`src/rtl/fb_cfg.svh`:
```
// constants for the feedback alarm and home search block
// assumes inclusion by bare name from rtl files
`ifndef FB_CFG_SVH
`define FB_CFG_SVH
`define ADDR_CTRL      12'h000
`define ADDR_LINK      12'h004
`define ADDR_SPACING   12'h008
`define ADDR_STATUS    12'h00C
`define ADDR_IRQ_STAT  12'h010
`define ADDR_IRQ_MASK  12'h014
`define ADDR_POS       12'h018
`define ADDR_DELTA     12'h01C
`define CTRL_START     0
`define CTRL_RESET     32'h0000_0000
`define LINK_RESET     32'h0000_0000
`define FIXED_DEFAULT  16'd1000
`define VAR_DEFAULT    16'd100
`define SPACING_MAX    16'd32000
`define ALARM_BITS_MAX 4'd8
`define DATA_BITS      6'd25
`define IRQ_HOMED      0
`define IRQ_ALARM      1
`define IRQ_FRAME      2
`define IRQ_WIDTH      3
`endif

```
`src/rtl/fb_pkg.sv`:
```
// types for the feedback alarm and home search block
// assumes nothing beyond the compile order
package fb_pkg;
    typedef enum logic [1:0] {SCHEME_SINGLE, SCHEME_INC, SCHEME_DEC, SCHEME_NONE} marker_scheme_type;
    typedef enum logic [1:0] {EDGE_NONE, EDGE_POS, EDGE_NEG, EDGE_RSVD} marker_edge_type;
    typedef enum logic [3:0] {PRESET_UNDEF, PRESET_STD, PRESET_GUSER, PRESET_USER} transmission_preset_type;
    typedef enum {LS_IDLE, LS_WAIT, LS_SHIFT, LS_GAP} link_state_type;
    typedef enum {HS_IDLE, HS_SEEK, HS_SECOND, HS_DONE} home_state_type;
endpackage

```
`src/rtl/sync_edge.sv`:
```
// two-flop synchroniser with edge detection on the synced level
// assumes din is asynchronous to clk
`timescale 1ns/10ps
module sync_edge
    import fb_pkg::*;
(
    // clock and reset
    input  wire logic clk,
    input  wire logic rst_b,
    // async input and synced outputs
    input  wire logic din,
    output logic      level,
    output logic      rise,
    output logic      fall
);
    logic meta;
    logic sync;
    logic last;
    logic next_meta;
    logic next_sync;
    logic next_last;

    // next values of the chain
    always_comb
    begin
        next_meta = din;
        next_sync = meta;
        next_last = sync;
    end

    // register the chain
    always_ff @(posedge clk)
    begin
        if (!rst_b)
        begin
            meta <= 1'b0;
            sync <= 1'b0;
            last <= 1'b0;
        end
        else
        begin
            meta <= next_meta;
            sync <= next_sync;
            last <= next_last;
        end
    end

    assign level = sync;
    assign rise  = sync & ~last;
    assign fall  = ~sync & last;
endmodule

```
`src/rtl/fb_home_alarm.sv`:
```
// serial absolute encoder receiver with alarm check and home search
// assumes an APB master on CLK_SYS and encoder pins asynchronous to it
//
// What this block does
// - Alarm bits are shifted in so the first received bit ends up most significant.
// - An encoder error is flagged when the assembled alarm bits equal the match value.
// - A wait of 0 to 255 link clocks follows the first falling edge before the first rising edge.
// - The standard preset fixes link properties, default undefined; the other presets leave them configurable.
// - The single-mark scheme references on the one mark qualified by the home switch.
// - Distance-coded schemes reference after two adjacent marks using their spacing.
// - Increasing and decreasing coding are both accepted; the marker scheme selects the sign of the spacing change.
// - The not-evaluated scheme ignores the reference pulse and homes on the switch if enabled.
// - Edge select none homes when the axis releases the home switch.
// - Edge select positive homes on the rising edge of the reference pulse.
// - Edge select negative homes on the falling edge; none is the default.
// - Fixed mark spacing holds 0 to 32000 periods, default 1000.
// - Variable mark spacing holds 0 to 32000 periods, default 100.
// - The alarm comparison applies only when the alarm bit count is nonzero, 0 to 8.
`timescale 1ns/10ps
`include "fb_cfg.svh"
module fb_home_alarm
    import fb_pkg::*;
(
    // clock and reset
    input  wire logic        CLK_SYS,
    input  wire logic        RST_B,
    // apb slave
    input  wire logic        PSEL,
    input  wire logic        PENABLE,
    input  wire logic        PWRITE,
    input  wire logic [11:0] PADDR,
    input  wire logic [31:0] PWDATA,
    output logic      [31:0] PRDATA,
    output logic             PREADY,
    output logic             PSLVERR,
    // encoder link
    output logic             LINK_CLK,
    input  wire logic        LINK_DATA,
    // home search pins
    input  wire logic        REFERENCE_PULSE,
    input  wire logic        HOME_SWITCH,
    input  wire logic [15:0] MARK_COUNT,
    // interrupt
    output logic             IRQ
);
    logic                    data_lvl;
    logic                    ref_rise;
    logic                    ref_fall;
    logic                    sw_lvl;
    logic                    sw_fall;
    logic                    ref_lvl;
    logic                    sw_rise;
    logic [15:0]             mark_s1;
    logic [15:0]             mark_s2;

    // synchronise pins
    sync_edge u_data (.clk(CLK_SYS), .rst_b(RST_B), .din(LINK_DATA), .level(data_lvl), .rise(), .fall());
    sync_edge u_ref  (.clk(CLK_SYS), .rst_b(RST_B), .din(REFERENCE_PULSE), .level(ref_lvl),
                      .rise(ref_rise), .fall(ref_fall));
    sync_edge u_sw   (.clk(CLK_SYS), .rst_b(RST_B), .din(HOME_SWITCH), .level(sw_lvl),
                      .rise(sw_rise), .fall(sw_fall));

    // register state
    logic [31:0]             ctrl;
    logic [31:0]             link;
    logic [15:0]             fixed_mark_spacing;
    logic [15:0]             variable_mark_spacing;
    logic [`IRQ_WIDTH-1:0]   irq_stat;
    logic [`IRQ_WIDTH-1:0]   irq_mask;
    logic [31:0]             next_ctrl;
    logic [31:0]             next_link;
    logic [15:0]             next_fixed;
    logic [15:0]             next_var;
    logic [`IRQ_WIDTH-1:0]   next_irq_stat;
    logic [`IRQ_WIDTH-1:0]   next_irq_mask;
    logic [31:0]             next_prdata;
    logic [`IRQ_WIDTH-1:0]   events;
    logic                    wr;
    logic                    rd;
    logic                    start_search;

    // configuration fields
    marker_scheme_type       marker_scheme;
    marker_edge_type         marker_edge_select;
    transmission_preset_type transmission_preset;
    logic                    home_switch_use;
    logic [3:0]              alarm_bit_count;
    logic [7:0]              alarm_match_value;
    logic [7:0]              conversion_wait_clocks;
    logic [7:0]              clk_div;
    assign marker_scheme       = marker_scheme_type'(ctrl[2:1]);
    assign marker_edge_select  = marker_edge_type'(ctrl[4:3]);
    assign home_switch_use     = ctrl[5];
    assign transmission_preset = transmission_preset_type'(ctrl[11:8]);
    assign clk_div             = link[31:24];

    // only the standard preset fixes the alarm and wait fields; the other presets take them from link, alarm count capped at 8
    always_comb
    begin
        alarm_bit_count        = (link[3:0] > `ALARM_BITS_MAX) ? `ALARM_BITS_MAX : link[3:0];
        alarm_match_value      = link[15:8];
        conversion_wait_clocks = link[23:16];
        if (transmission_preset == PRESET_STD)
        begin
            alarm_bit_count        = 4'd1;
            alarm_match_value      = 8'h01;
            conversion_wait_clocks = 8'h00;
        end
    end

    assign wr           = PSEL & PENABLE & PWRITE;
    assign rd           = PSEL & PENABLE & ~PWRITE;
    assign start_search = wr & (PADDR == `ADDR_CTRL) & PWDATA[`CTRL_START];
    assign PREADY       = 1'b1;

    // link receiver state
    link_state_type          ls;
    link_state_type          next_ls;
    logic [7:0]              div_cnt;
    logic [7:0]              next_div_cnt;
    logic [8:0]              wait_cnt;
    logic [8:0]              next_wait_cnt;
    logic [5:0]              bit_cnt;
    logic [5:0]              next_bit_cnt;
    logic [7:0]              alarm_sr;
    logic [7:0]              next_alarm_sr;
    logic [31:0]             pos_sr;
    logic [31:0]             next_pos_sr;
    logic [31:0]             position;
    logic [31:0]             next_position;
    logic                    lclk;
    logic                    next_lclk;
    logic                    enc_error;
    logic                    next_enc_error;
    logic                    frame_done;
    logic                    tick;
    logic [5:0]              frame_bits;

    assign tick       = (div_cnt >= clk_div); // a smaller divider never strands the count
    assign frame_bits = 6'(alarm_bit_count) + `DATA_BITS;

    // next state of the link receiver; alarm bits come first in the frame
    always_comb
    begin
        next_ls        = ls;
        next_div_cnt   = tick ? 8'h00 : 8'(div_cnt + 8'h01);
        next_wait_cnt  = wait_cnt;
        next_bit_cnt   = bit_cnt;
        next_alarm_sr  = alarm_sr;
        next_pos_sr    = pos_sr;
        next_position  = position;
        next_lclk      = lclk;
        next_enc_error = enc_error;
        frame_done     = 1'b0;
        case (ls)
            LS_IDLE:
            begin
                if (tick)
                begin
                    next_lclk     = 1'b0; // first falling edge
                    next_wait_cnt = {conversion_wait_clocks, 1'b0}; // two half periods per wait clock
                    next_bit_cnt  = 6'h00;
                    next_alarm_sr = 8'h00;
                    next_pos_sr   = 32'h0000_0000;
                    next_ls       = LS_WAIT;
                end
            end
            LS_WAIT:
            begin
                next_lclk = 1'b0; // no rising edge until the wait is over
                if (tick)
                begin
                    if (wait_cnt == 9'h000)
                    begin
                        next_lclk = 1'b1;
                        next_ls   = LS_SHIFT;
                    end
                    else
                        next_wait_cnt = 9'(wait_cnt - 9'h001);
                end
            end
            LS_SHIFT:
            begin
                if (tick)
                begin
                    next_lclk = ~lclk;
                    if (!lclk)
                    begin
                        // sample on the rising edge
                        if (bit_cnt < 6'(alarm_bit_count))
                            next_alarm_sr = {alarm_sr[6:0], data_lvl};
                        else
                            next_pos_sr = {pos_sr[30:0], data_lvl};
                        next_bit_cnt = 6'(bit_cnt + 6'h01);
                        if (6'(bit_cnt + 6'h01) == frame_bits)
                            next_ls = LS_GAP;
                    end
                end
            end
            LS_GAP:
            begin
                next_lclk = 1'b1;
                if (tick)
                begin
                    frame_done     = 1'b1;
                    next_position  = pos_sr;
                    next_enc_error = (alarm_bit_count != 4'd0) && (alarm_sr == alarm_match_value);
                    next_ls        = LS_IDLE;
                end
            end
            default:
                next_ls = LS_IDLE;
        endcase
    end

    // register the link receiver
    always_ff @(posedge CLK_SYS)
    begin
        if (!RST_B)
        begin
            ls        <= LS_IDLE;
            div_cnt   <= 8'h00;
            wait_cnt  <= 9'h000;
            bit_cnt   <= 6'h00;
            alarm_sr  <= 8'h00;
            pos_sr    <= 32'h0000_0000;
            position  <= 32'h0000_0000;
            lclk      <= 1'b1;
            enc_error <= 1'b0;
        end
        else
        begin
            ls        <= next_ls;
            div_cnt   <= next_div_cnt;
            wait_cnt  <= next_wait_cnt;
            bit_cnt   <= next_bit_cnt;
            alarm_sr  <= next_alarm_sr;
            pos_sr    <= next_pos_sr;
            position  <= next_position;
            lclk      <= next_lclk;
            enc_error <= next_enc_error;
        end
    end
    assign LINK_CLK = lclk;

    // home search state
    home_state_type          hs;
    home_state_type          next_hs;
    logic                    homed;
    logic                    next_homed;
    logic [15:0]             first_mark;
    logic [15:0]             next_first_mark;
    logic [15:0]             mark_delta;
    logic [15:0]             next_mark_delta;
    logic                    marker_hit;
    logic                    alarm_evt;

    // marker edge as selected; scheme none ignores the pulse
    always_comb
    begin
        case (marker_edge_select)
            EDGE_POS: marker_hit = ref_rise;
            EDGE_NEG: marker_hit = ref_fall;
            default:  marker_hit = 1'b0;
        endcase
    end
    assign alarm_evt = frame_done & next_enc_error;

    // next state of the search
    always_comb
    begin
        next_hs         = hs;
        next_homed      = homed;
        next_first_mark = first_mark;
        next_mark_delta = mark_delta;
        case (hs)
            HS_IDLE:
                ;
            HS_SEEK:
            begin
                if (marker_scheme == SCHEME_NONE)
                begin
                    if (home_switch_use && sw_fall)
                        next_hs = HS_DONE;
                end
                else if (marker_edge_select == EDGE_NONE)
                begin
                    if (sw_fall)
                        next_hs = HS_DONE;
                end
                else if (marker_hit)
                begin
                    if (marker_scheme == SCHEME_SINGLE)
                    begin
                        if (!home_switch_use || sw_lvl)
                            next_hs = HS_DONE;
                    end
                    else
                    begin
                        next_first_mark = mark_s2;
                        next_hs         = HS_SECOND;
                    end
                end
            end
            HS_SECOND:
            begin
                if (marker_hit && marker_scheme != SCHEME_NONE)
                begin
                    // marker scheme gives the coding direction of the signed spacing change
                    if (marker_scheme == SCHEME_INC)
                        next_mark_delta = 16'(mark_s2 - first_mark - fixed_mark_spacing);
                    else
                        next_mark_delta = 16'(fixed_mark_spacing - (mark_s2 - first_mark));
                    next_hs = HS_DONE;
                end
            end
            HS_DONE:
                next_homed = 1'b1;
            default:
                next_hs = HS_IDLE;
        endcase
        if (alarm_evt)
        begin
            next_homed = 1'b0;
            next_hs    = HS_IDLE;
        end
        if (start_search)
        begin
            next_homed      = 1'b0;
            next_mark_delta = 16'h0000;
            next_hs         = HS_SEEK;
        end
    end

    // register the search and sample the mark counter
    always_ff @(posedge CLK_SYS)
    begin
        if (!RST_B)
        begin
            hs         <= HS_IDLE;
            homed      <= 1'b0;
            first_mark <= 16'h0000;
            mark_delta <= 16'h0000;
            mark_s1    <= 16'h0000;
            mark_s2    <= 16'h0000;
        end
        else
        begin
            hs         <= next_hs;
            homed      <= next_homed;
            first_mark <= next_first_mark;
            mark_delta <= next_mark_delta;
            mark_s1    <= MARK_COUNT;
            mark_s2    <= mark_s1;
        end
    end

    // register writes, sticky events with set over read clear
    always_comb
    begin
        next_ctrl     = ctrl;
        next_link     = link;
        next_fixed    = fixed_mark_spacing;
        next_var      = variable_mark_spacing;
        next_irq_mask = irq_mask;
        next_irq_stat = irq_stat;
        events        = '0;
        events[`IRQ_HOMED] = next_homed & ~homed;
        events[`IRQ_ALARM] = alarm_evt;
        events[`IRQ_FRAME] = frame_done;
        if (wr)
        begin
            case (PADDR)
                `ADDR_CTRL:     next_ctrl     = {PWDATA[31:1], 1'b0};
                `ADDR_LINK:     next_link     = PWDATA;
                `ADDR_SPACING:
                begin
                    next_fixed = (PWDATA[15:0] > `SPACING_MAX) ? `SPACING_MAX : PWDATA[15:0];
                    next_var   = (PWDATA[31:16] > `SPACING_MAX) ? `SPACING_MAX : PWDATA[31:16];
                end
                `ADDR_IRQ_MASK: next_irq_mask = PWDATA[`IRQ_WIDTH-1:0];
                default:        ;
            endcase
        end
        if (rd && PADDR == `ADDR_IRQ_STAT)
            next_irq_stat = irq_stat & ~PRDATA[`IRQ_WIDTH-1:0]; // clear only what the read returned
        next_irq_stat = next_irq_stat | events;
    end

    // read mux
    always_comb
    begin
        case (PADDR)
            `ADDR_CTRL:     next_prdata = ctrl;
            `ADDR_LINK:     next_prdata = link;
            `ADDR_SPACING:  next_prdata = {variable_mark_spacing, fixed_mark_spacing};
            `ADDR_STATUS:   next_prdata = {26'h0, sw_lvl, ref_lvl, enc_error, homed, (hs != HS_IDLE), 1'b0};
            `ADDR_IRQ_STAT: next_prdata = {29'h0, irq_stat};
            `ADDR_IRQ_MASK: next_prdata = {29'h0, irq_mask};
            `ADDR_POS:      next_prdata = position;
            `ADDR_DELTA:    next_prdata = {16'h0, mark_delta};
            default:        next_prdata = 32'h0000_0000;
        endcase
    end

    // register file
    always_ff @(posedge CLK_SYS)
    begin
        if (!RST_B)
        begin
            ctrl                  <= `CTRL_RESET;
            link                  <= `LINK_RESET;
            fixed_mark_spacing    <= `FIXED_DEFAULT;
            variable_mark_spacing <= `VAR_DEFAULT;
            irq_stat              <= '0;
            irq_mask              <= '0;
            PRDATA                <= 32'h0000_0000;
            IRQ                   <= 1'b0;
        end
        else
        begin
            ctrl                  <= next_ctrl;
            link                  <= next_link;
            fixed_mark_spacing    <= next_fixed;
            variable_mark_spacing <= next_var;
            irq_stat              <= next_irq_stat;
            irq_mask              <= next_irq_mask;
            PRDATA                <= (PSEL & ~PENABLE & ~PWRITE) ? next_prdata : PRDATA;
            IRQ                   <= |(next_irq_stat & next_irq_mask);
        end
    end
    assign PSLVERR = 1'b0;

    // error flag follows the alarm match at frame end
    a_alarm_match: assert property (@(posedge CLK_SYS) disable iff (!RST_B)
        frame_done |=> enc_error == (($past(alarm_bit_count) != 4'd0)
                                     && ($past(alarm_sr) == $past(alarm_match_value))))
        else $error("alarm match wrong");
    // no error without alarm bits
    a_alarm_zero: assert property (@(posedge CLK_SYS) disable iff (!RST_B)
        (frame_done && alarm_bit_count == 4'd0) |=> !enc_error)
        else $error("alarm without bits");
    // homed clears on new search
    a_search_clear: assert property (@(posedge CLK_SYS) disable iff (!RST_B)
        start_search |=> !homed && hs == HS_SEEK)
        else $error("search did not clear");
    // homed holds
    a_homed_hold: assert property (@(posedge CLK_SYS) disable iff (!RST_B)
        (homed && !start_search && !alarm_evt) |=> homed)
        else $error("homed dropped");
    // scheme none never homes on a marker without switch
    a_scheme_none: assert property (@(posedge CLK_SYS) disable iff (!RST_B)
        (hs == HS_SEEK && marker_scheme == SCHEME_NONE && !sw_fall && !start_search) |=> hs != HS_DONE)
        else $error("scheme none homed");
    // edge none homes on switch release
    a_edge_none: assert property (@(posedge CLK_SYS) disable iff (!RST_B)
        (hs == HS_SEEK && marker_scheme != SCHEME_NONE && marker_edge_select == EDGE_NONE && sw_fall
         && !start_search && !alarm_evt) |=> hs == HS_DONE ##1 homed)
        else $error("switch release not homed");
    // positive edge homing in single scheme
    a_edge_pos: assert property (@(posedge CLK_SYS) disable iff (!RST_B)
        (hs == HS_SEEK && marker_scheme == SCHEME_SINGLE && marker_edge_select == EDGE_POS && ref_rise
         && (!home_switch_use || sw_lvl) && !start_search && !alarm_evt) |=> hs == HS_DONE)
        else $error("rising marker missed");
    // negative edge never homes on rise alone; an alarm may still end the search
    a_edge_neg: assert property (@(posedge CLK_SYS) disable iff (!RST_B)
        (hs == HS_SEEK && marker_scheme == SCHEME_SINGLE && marker_edge_select == EDGE_NEG && !ref_fall
         && !start_search && !alarm_evt) |=> hs == HS_SEEK)
        else $error("negative edge misfire");
    // spacing stays in range
    a_spacing_range: assert property (@(posedge CLK_SYS) disable iff (!RST_B)
        fixed_mark_spacing <= `SPACING_MAX && variable_mark_spacing <= `SPACING_MAX)
        else $error("spacing out of range");
    // first fall opens the frame
    a_wait_high: assert property (@(posedge CLK_SYS) disable iff (!RST_B)
        (ls == LS_IDLE && tick) |=> !lclk)
        else $error("first fall missing");
    // link clock stays low for the whole conversion wait
    a_wait_low: assert property (@(posedge CLK_SYS) disable iff (!RST_B)
        ls == LS_WAIT |-> !lclk)
        else $error("rise during wait");
endmodule

```
`config.mk`:
```
export PLATFORM = sky130hd
export DESIGN_NAME = fb_home_alarm
export DESIGN_NICKNAME = d
export VERILOG_FILES = /design/src/rtl/fb_pkg.sv /design/src/rtl/sync_edge.sv /design/src/rtl/fb_home_alarm.sv
export VERILOG_INCLUDE_DIRS = /design/src /design/src/rtl
export SDC_FILE = /design/constraint.sdc
export NUM_CORES = 1
export LEC_CHECK = 0
export BUFFER_PORTS_ARGS = -buffer_cell sky130_fd_sc_hd__buf_2
export CORE_ASPECT_RATIO = 1.5
export CORE_MARGIN = 10
export CORE_UTILIZATION = 50
export DETAILED_ROUTE_END_ITERATION = 10
export PLACE_DENSITY = 0.65
export SYNTH_ARGS = -nofsm -noshare
export SYNTH_HDL_FRONTEND = slang
export SYNTH_SLANG_ARGS = --single-unit
```
`constraint.sdc`:
```
create_clock -name CLK_SYS -period 4.45 [get_ports CLK_SYS]
set_input_delay 0.89 -clock CLK_SYS [delete_from_list [all_inputs] [get_ports CLK_SYS]]
set_output_delay 0.89 -clock CLK_SYS [all_outputs]
set_load 0.02 [all_outputs]
```
==> results by group, run 1 <==
Clock network
  – Worst skew pair latency: slightly below 0.6 ns
  – Worst-path clk slew: ~0.060 ns
  – Clock buffer depth: 3
  – TritonCTS buffer count: 30
  – H-tree Lvls: 1
  – # clock sinks: a little over 300
  – CTS tree: built
  – Root Driver: clkbuf_16

Finish
  – Sequential cell area: ~6200 µm²
  – Ant. Diodes: 0
  – Share of layout cells above drive strength 1: 11.42%
  – # fillers: 2694
  – Multi-input combinational cell area: between 7000 and 8000 µm²
  – Area Growth Syn to Fin: 12.86%
  – Final #Nets: 2005

STA
  – Pins Over Slew Limit: 0
  – RSZ-0062 raised after global routing: false
  – Slew HR: 23.33%
  – Crit path time final: between 4 and 5 ns
  – Fin Setup TNS: 0 ns
  – Least-Margin Pin Slew: 1.150 ns
  – Final Setup Violations: 0
  – F_max: between 0.2 and 0.25 GHz
  – Worst Skew: a little under 0.03 ns
  – Worst Setup Slack, final: ~0.21 ns
  – Post-route clock period utilization: between 90% and 100%
  – Final hold vios: 0

Drt
  – Wirelength per Cell: roughly 20 µm
  – DR WL met2: about 24 mm
  – Routed via count: around 13k
  – DR iter-0 viols: around 1.0k
  – DRC: 0
  – Drt pass-1 iters: 6
  – Post-DRT Antenna Nets: 0
  – DR WL met3: roughly 2.5 mm
  – Vias per cell: about 5.8
  – Highest routed metal layer: met5
  – Post-Route WL: approximately 46 mm
  – M1 WL: between 15 and 20 mm

Hold path
  – Worst Hold Launch: mark_s1[11]
  – Min-Delay Endpoint: mark_s2[11]
  – Hold path depth: 1
  – Hold Crit Class: flop to flop

Synthesis
  – Distinct cells, synth: 76
  – Mapped Cells: about 1.8k
  – Yosys reg bits: slightly above 300
  – Main synth FF type: dfxtp_1
  – Sequential fraction of the synthesis area: a little over two fifths
  – Synth Cell Area: roughly 15000 µm²
  – Post-synth EDFFs: 0
  – Asr flop ratio synth: 0%
  – Synth warn: 0
  – Syn nets: slightly below 2k
  – Mapped Avg Cell Area: between 8 and 9 µm²

Worst setup path
  – Crit. End Element: flop
  – Crit path max-delay cell type: or4_1
  – CP cell instances: inv_1, ha_1, inv_1, fa_1, a21o_1, a21oi_1, o21bai_1, a21oi_2, o21bai_1, a21oi_1, xnor2_1, ha_1, or4b_1, o31ai_2, o2111a_1, a31oi_1, nand4_1, a31oi_1, or4_1, nand3_1
  – Worst setup path class: flop to flop
  – Reg2Reg Depth: 20
  – Critical path arrival: 4.77 ns
  – Crit Reg-Reg Startpoint: mark_s2[0]
  – CP Launch Type: flop
  – WP buf/inv: 2
  – Kind of cell adding the most delay to the critical path: compound AO/OA/AOI/OAI gates
  – Reg-to-reg slack, setup: roughly 0.21 ns
  – WP data required: between 4 and 5 ns
  – Maximum fanout along the worst path: 5
  – CP peak stage delay: around 0.5 ns
  – R2R Path End: mark_delta[15]

Floorplanning
  – Die W: between 150 and 200 µm
  – Std-Cell Rows: 76
  – I/O Pins: 104
  – Starting Density: around half
  – Die ar.: 36720 µm²
  – Core footprint: roughly 29000 µm²
  – DIE HEIGHT: 229.8 µm

Placement
  – Gpl congestion: roughly 0.94
  – Buffers on Ports: a little over 100
  – Setup Slack @ Placement: around 0.13 ns
  – Hpwl dp: approximately 34 mm

GRT
  – Vias in the first global route: approximately 13k
  – First-pass GRT wire length: a little over 70 mm
  – Total global-route track usage: roughly a quarter
  – Largest net degree at the start of global routing: 85
  – Remaining Overflow, GRT: 0
  – Initial antenna violation count: 2

Flow run
  – Max Cap Violations: 0

Status
  – Status: finished clean

Power
  – PwrDens: 409.1 nW/µm²
  – LEAKAGE: around 6 nW
  – Max VDD drop: around 320 µV
how the worst max path moves through the flow:
| stage | from | to | cells past startpoint |
|---|---|---|---|
| after floorplan | mark_s2[0] | mark_delta[15] | 20 |
| after global placement | mark_s2[0] | mark_delta[15] | 20 |
| after detailed placement | mark_s2[0] | mark_delta[15] | 20 |
| after CTS | mark_s2[0] | mark_delta[15] | 20 |
| after global routing | mark_s2[0] | mark_delta[15] | 20 |
| final | mark_s2[0] | mark_delta[15] | 20 |
state kept, by name (all words and copies together), names as in the netlist, 31 cells and up:
signal,count
link,32
pos_sr,32
ctrl,31
position,32
PRDATA,32
cells by family (layout without fill, tap and decap cells):
group | count (synthesis) | after routing | share of synthesized area (%)
simple gates | 687 | 687 | 21.40
compound gates | 449 | 449 | 19.16
flops | 308 | 308 | 42.04
buf+inv | 200 | 279 | 5.315
fa+ha+maj | 77 | 77 | 6.723
xor+xnor | 42 | 42 | 2.508
mux | 39 | 39 | 2.798
other cells | 2 | 2 | 0.05121
cells in the mapped netlist (26+ instances only):
cell      instances  area (µm²)
nand2_1         324        1216
dfxtp_1         308        6166
a21oi_1         248        1241
nor2_1          125       469.2
clkbuf_1         94       352.8
inv_1            85       319.1
ha_1             74       925.9
nand3_1          65       325.3
and2_1           49       306.5
mux2i_1          32       320.3
nor3_1           32       160.2
a222oi_1         29       290.3
a22oi_1          28       210.2
o21ai_0          27       135.1
xnor2_1          26       227.7
cells in the final DEF, fill, tap and decap left out, drive strengths merged, types with 7 or more instances in the layout:
cell / Yosys / routed
nand2b: 15 / 15
a21o: 10 / 10
and3: 14 / 14
o21ai: 28 / 28
clkbuf: 94 / 49
xor2: 16 / 16
a222oi: 29 / 29
or3: 7 / 7
o21bai: 7 / 7
a31oi: 18 / 18
buf: 21 / 139
xnor2: 26 / 26
a22oi: 28 / 28
dfxtp: 308 / 308
nand4: 17 / 17
a211oi: 13 / 13
nand3: 65 / 65
nand2: 324 / 324
ha: 74 / 74
nor3: 35 / 35
and2: 49 / 49
inv: 85 / 85
a21oi: 248 / 248
mux2i: 32 / 32
nor4: 7 / 7
nor2: 126 / 126
o211ai: 11 / 11
metal layers:
metal / vias up / track usage [%]
li1: 6367 / -
met1: 6191 / 25.32
met2: 454 / 44.62
met3: 132 / 3.433
met4: 4 / 15.30
met5: - / 0
per-stage QoR:
step	hold slack, ns	cell area, µm²	std cells	power [W]	util, %
6_report	0.4338	16550	2273	0.006771	57.44
5_1_grt	0.4568	16550	2273	0.007048	57.44
4_1_cts	0.4373	16540	2272	0.006809	57.40
3_5_place_dp	0.4225	15510	2217	0.004151	53.83
3_3_place_gp	0.4202	15510	2217	0.004134	53.83
2_1_floorplan	0.4119	14670	1804	0.003799	-
final cells by class:
cell class,instances,share of cell area (%)
Clock buffer,49,5.511
Clock inverter,6,0.7031
Inverter,85,1.958
Multi-Input combinational cell,1296,46.85
Sequential cell,308,37.25
Tap cell,390,2.948
Timing Repair Buffer,139,4.778
power breakdown:
part	internal [W]	leakage, nW	switching, W
registers	0.00282	2.49	0.0000541
logic	0.000388	3.14	0.000843
clock network	0.00157	0.503	0.00110
what timing repair did:
item,4_1_cts,5_1_grt
endpoints found under the setup margin,0,2
hold buffers,0,0
endpoints found under the hold margin,0,0
gates resized for setup,0,1
buffers inserted,0,1
(Power assumes the default switching activity.)
==> inputs of run 2 (changes only) <==
--- a/config.mk
+++ b/config.mk
@@ -11,7 +11,7 @@
 export CORE_MARGIN = 10
 export CORE_UTILIZATION = 50
 export DETAILED_ROUTE_END_ITERATION = 10
-export PLACE_DENSITY = 0.65
+export PLACE_DENSITY = 0.68
 export SYNTH_ARGS = -nofsm -noshare
 export SYNTH_HDL_FRONTEND = slang
 export SYNTH_SLANG_ARGS = --single-unit
==> constraint.sdc (replaced) <==
create_clock -name CLK_SYS -period 4 [get_ports CLK_SYS]
set_input_delay 0.8 -clock CLK_SYS [delete_from_list [all_inputs] [get_ports CLK_SYS]]
set_output_delay 0.8 -clock CLK_SYS [all_outputs]
set_load 0.02 [all_outputs]
==> run 2 against run 1 <==
Count of clock-buffer cells in the layout decreased by 10. Maximum frequency up 6.0%. Highest routed layer is now met4. Largest power group unchanged. Register-to-register slack lost 0.21 ns.
==> results by group, run 2 (synthesis results as in run 1) <==
STA
  – RSZ-0062 raised after global routing: true
  – Fin Setup TNS: 0 ns (unchanged)
  – Worst Setup Slack, final: 0.001787 ns (-0.2101 ns)
  – Least-Margin Pin Slew: 1.083 ns (-0.06658 ns)
  – Final Setup Violations: 0 (unchanged)
  – Final hold vios: 0 (unchanged)
  – Post-route clock period utilization: 99.96% (+4.7 points)
  – Pins Over Slew Limit: 0 (unchanged)
  – Worst Skew: 0.01469 ns (-0.01497 ns)
  – Crit path time final: 3.998 ns (-0.2399 ns)
  – Slew HR: 27.77% (+4.4 points)
  – F_max: 0.2501 GHz (+6.0%)
  – Hold slack: 0.4266 ns (-0.007123 ns)

Power
  – Clk pwr share: 39.1% (-0.3 points)
  – Gate power share: 18.9% (+0.7 points)
  – Max VDD drop: 438.7 µV (+35%)
  – PwrDens: 453.8 nW/µm² (+11%)
  – Switching Fraction: 29.86% (+0.35 points)
  – LEAKAGE: 6.247 nW (+1.9%)
  – Internal: 0.005344 W (+12%)
  – Switch Pwr: 0.002276 W (+14%)
  – Sequential Power Share: 42.0% (-0.4 points)

Worst setup path
  – CP Launch Type: flop
  – Reg2Reg Depth: 20 (unchanged)
  – Critical path arrival: 4.52 ns (-0.25 ns)
  – Maximum fanout along the worst path: 3 (-2)
  – WP data required: 4.52 ns (-0.46 ns)
  – Worst setup path class: flop to flop
  – Crit. End Element: flop

Drt
  – Vias per cell: 5.809 (+0.42%)
  – Post-DRT Antenna Nets: 0 (unchanged)
  – DRC: 0 (unchanged)
  – Drt pass-1 iters: 7 (+1)
  – Post-Route WL: 46.51 mm (+0.12%)
  – DR iter-0 viols: 1061 (+2.0%)
  – Wirelength per Cell: 20.27 µm (-0.79%)
  – Routed via count: 13.33k (+1.3%)

Placement
  – Gpl congestion: 0.8983 (-4.0%)
  – Setup Slack @ Placement: -0.1196 ns (-0.2537 ns)
  – Hpwl dp: 33.34 mm (-1.7%)
  – Placement-stage cell area: 15610 µm² (+0.66%)
  – Buffers on Ports: 101 (unchanged)

Finish
  – Area Growth Syn to Fin: 14.50%
  – Post-Route Utilization: 58.28% (+0.83 points)
  – Final #Nets: 2024 (+0.95%)
  – Most common cell after layout, fill and taps aside: nand2_1
  – Most frequent cells in the layout: nand2_1, dfxtp_1, a21oi_1, nor2_1, buf_2
  – Finished Cell Area: 16790 µm² (+1.5%)
  – Share of layout cells above drive strength 1: 13.56% (+2.1 points)

Clock network
  – CTS tree: built
  – Clock buffer depth: 3 (unchanged)
  – H-tree Lvls: 1 (unchanged)
  – Worst skew pair latency: 0.58 ns (about the same)
  – # clock sinks: 308 (unchanged)
  – Worst-path clk slew: 0.07 ns (about the same)
  – TritonCTS buffer count: 30 (unchanged)
  – Root Driver: clkbuf_16

Floorplanning
  – Std-Cell Rows: 76 (unchanged)
  – Starting Density: 50.90% (unchanged)
  – Core footprint: 28810 µm² (unchanged)
  – Die W: 159.8 µm (unchanged)
  – DIE HEIGHT: 229.8 µm (unchanged)
  – Die ar.: 36720 µm² (unchanged)
  – I/O Pins: 104 (unchanged)

GRT
  – Initial antenna violation count: 0 (-2)
  – Vias in the first global route: 13.19k (+1.4%)
  – Total global-route track usage: 24.40% (+0.15 points)
  – First-pass GRT wire length: 72.75 mm (+0.80%)
  – Largest net degree at the start of global routing: 221 (+160%)
  – Remaining Overflow, GRT: 0 (unchanged)

Hold path
  – Hold Crit Class: input port to flop
  – Hold path depth: 2 (+1)

Flow run
  – Max Cap Violations: 0 (unchanged)

Status
  – Status: finished clean
run 2: changes by cell type in the layout (fill, tap and decap cells not counted), sizes merged:
cell      previous run  this run
clkinv               3        11
diode                0         1
clkinvlp             0         2
buf                139       158
clkbuf              49        39
bufinv               3         4
run 2: power groups by stage:
stage	Clock (W)	Sequential, W	Combinational (W)
global placement	0	0.00326	0.00138
floorplan	0	0.00325	0.000977
CTS	0.00305	0.00320	0.00142
global route	0.00316	0.00321	0.00158
detailed placement	0	0.00327	0.00140
finish	0.00298	0.00320	0.00144
run 2: area by class of cell:
cell class / count / area, µm²
sequential: 308 / 6170
clock buffer: 39 / 834.6
fill: 2717 / 12020
antenna: 1 / 2.502
inverter: 85 / 324.1
tap: 390 / 488.0
clock inverter: 17 / 201.4
timing repair buffer: 158 / 945.9
multi-input combinational: 1296 / 7825
run 2: worst max-delay path, stage by stage, from the launching register on:
cell and delay, ns:
dfxtp_2 0.33, inv_2 0.06, ha_4 0.12, inv_2 0.04, fa_2 0.35, a21o_1 0.18, a21oi_2 0.15, o21bai_1 0.10
a21oi_2 0.16, o21bai_1 0.10, a21oi_1 0.19, xnor2_1 0.13, ha_2 0.21, or4b_4 0.52, o31ai_4 0.09, o2111a_1 0.27
a31oi_2 0.11, nand4_1 0.13, a31oi_1 0.11, or4_1 0.49, nand3_1 0.09
run 2: final timing paths:
check	slack [ns]	endpoint	start
worst min register to register	0.44	mark_s2[15]	mark_s1[15]
worst max-delay path	0.002	mark_delta[15]	mark_s2[0]
worst min-delay path	0.43	mark_s1[12]	MARK_COUNT[12]
worst max register to register	0.002	mark_delta[15]	mark_s2[0]
run 2: what timing repair did:
item,CTS,global route
pin swaps,9,22
hold buffers,0,0
resized for setup,8,13
setup endpoints to repair,2,4
buffers inserted,1,7
run 2: per-layer routing:
| metal | GRT usage [%] | wire [µm] |
|---|---|---|
| met4 | 13.87 | 2744 |
| met1 | 25.72 | 17160 |
| met3 | 3.541 | 2633 |
| met5 | 0 | 0 |
| met2 | 45.25 | 23970 |
run 2: stage by stage:
step | total power, W | std cells
after floorplan | 0.004226 | 1804
after global placement | 0.004641 | 2229
after detailed placement | 0.004669 | 2229
after CTS | 0.007660 | 2286
after global routing | 0.007943 | 2293
final | 0.007620 | 2294
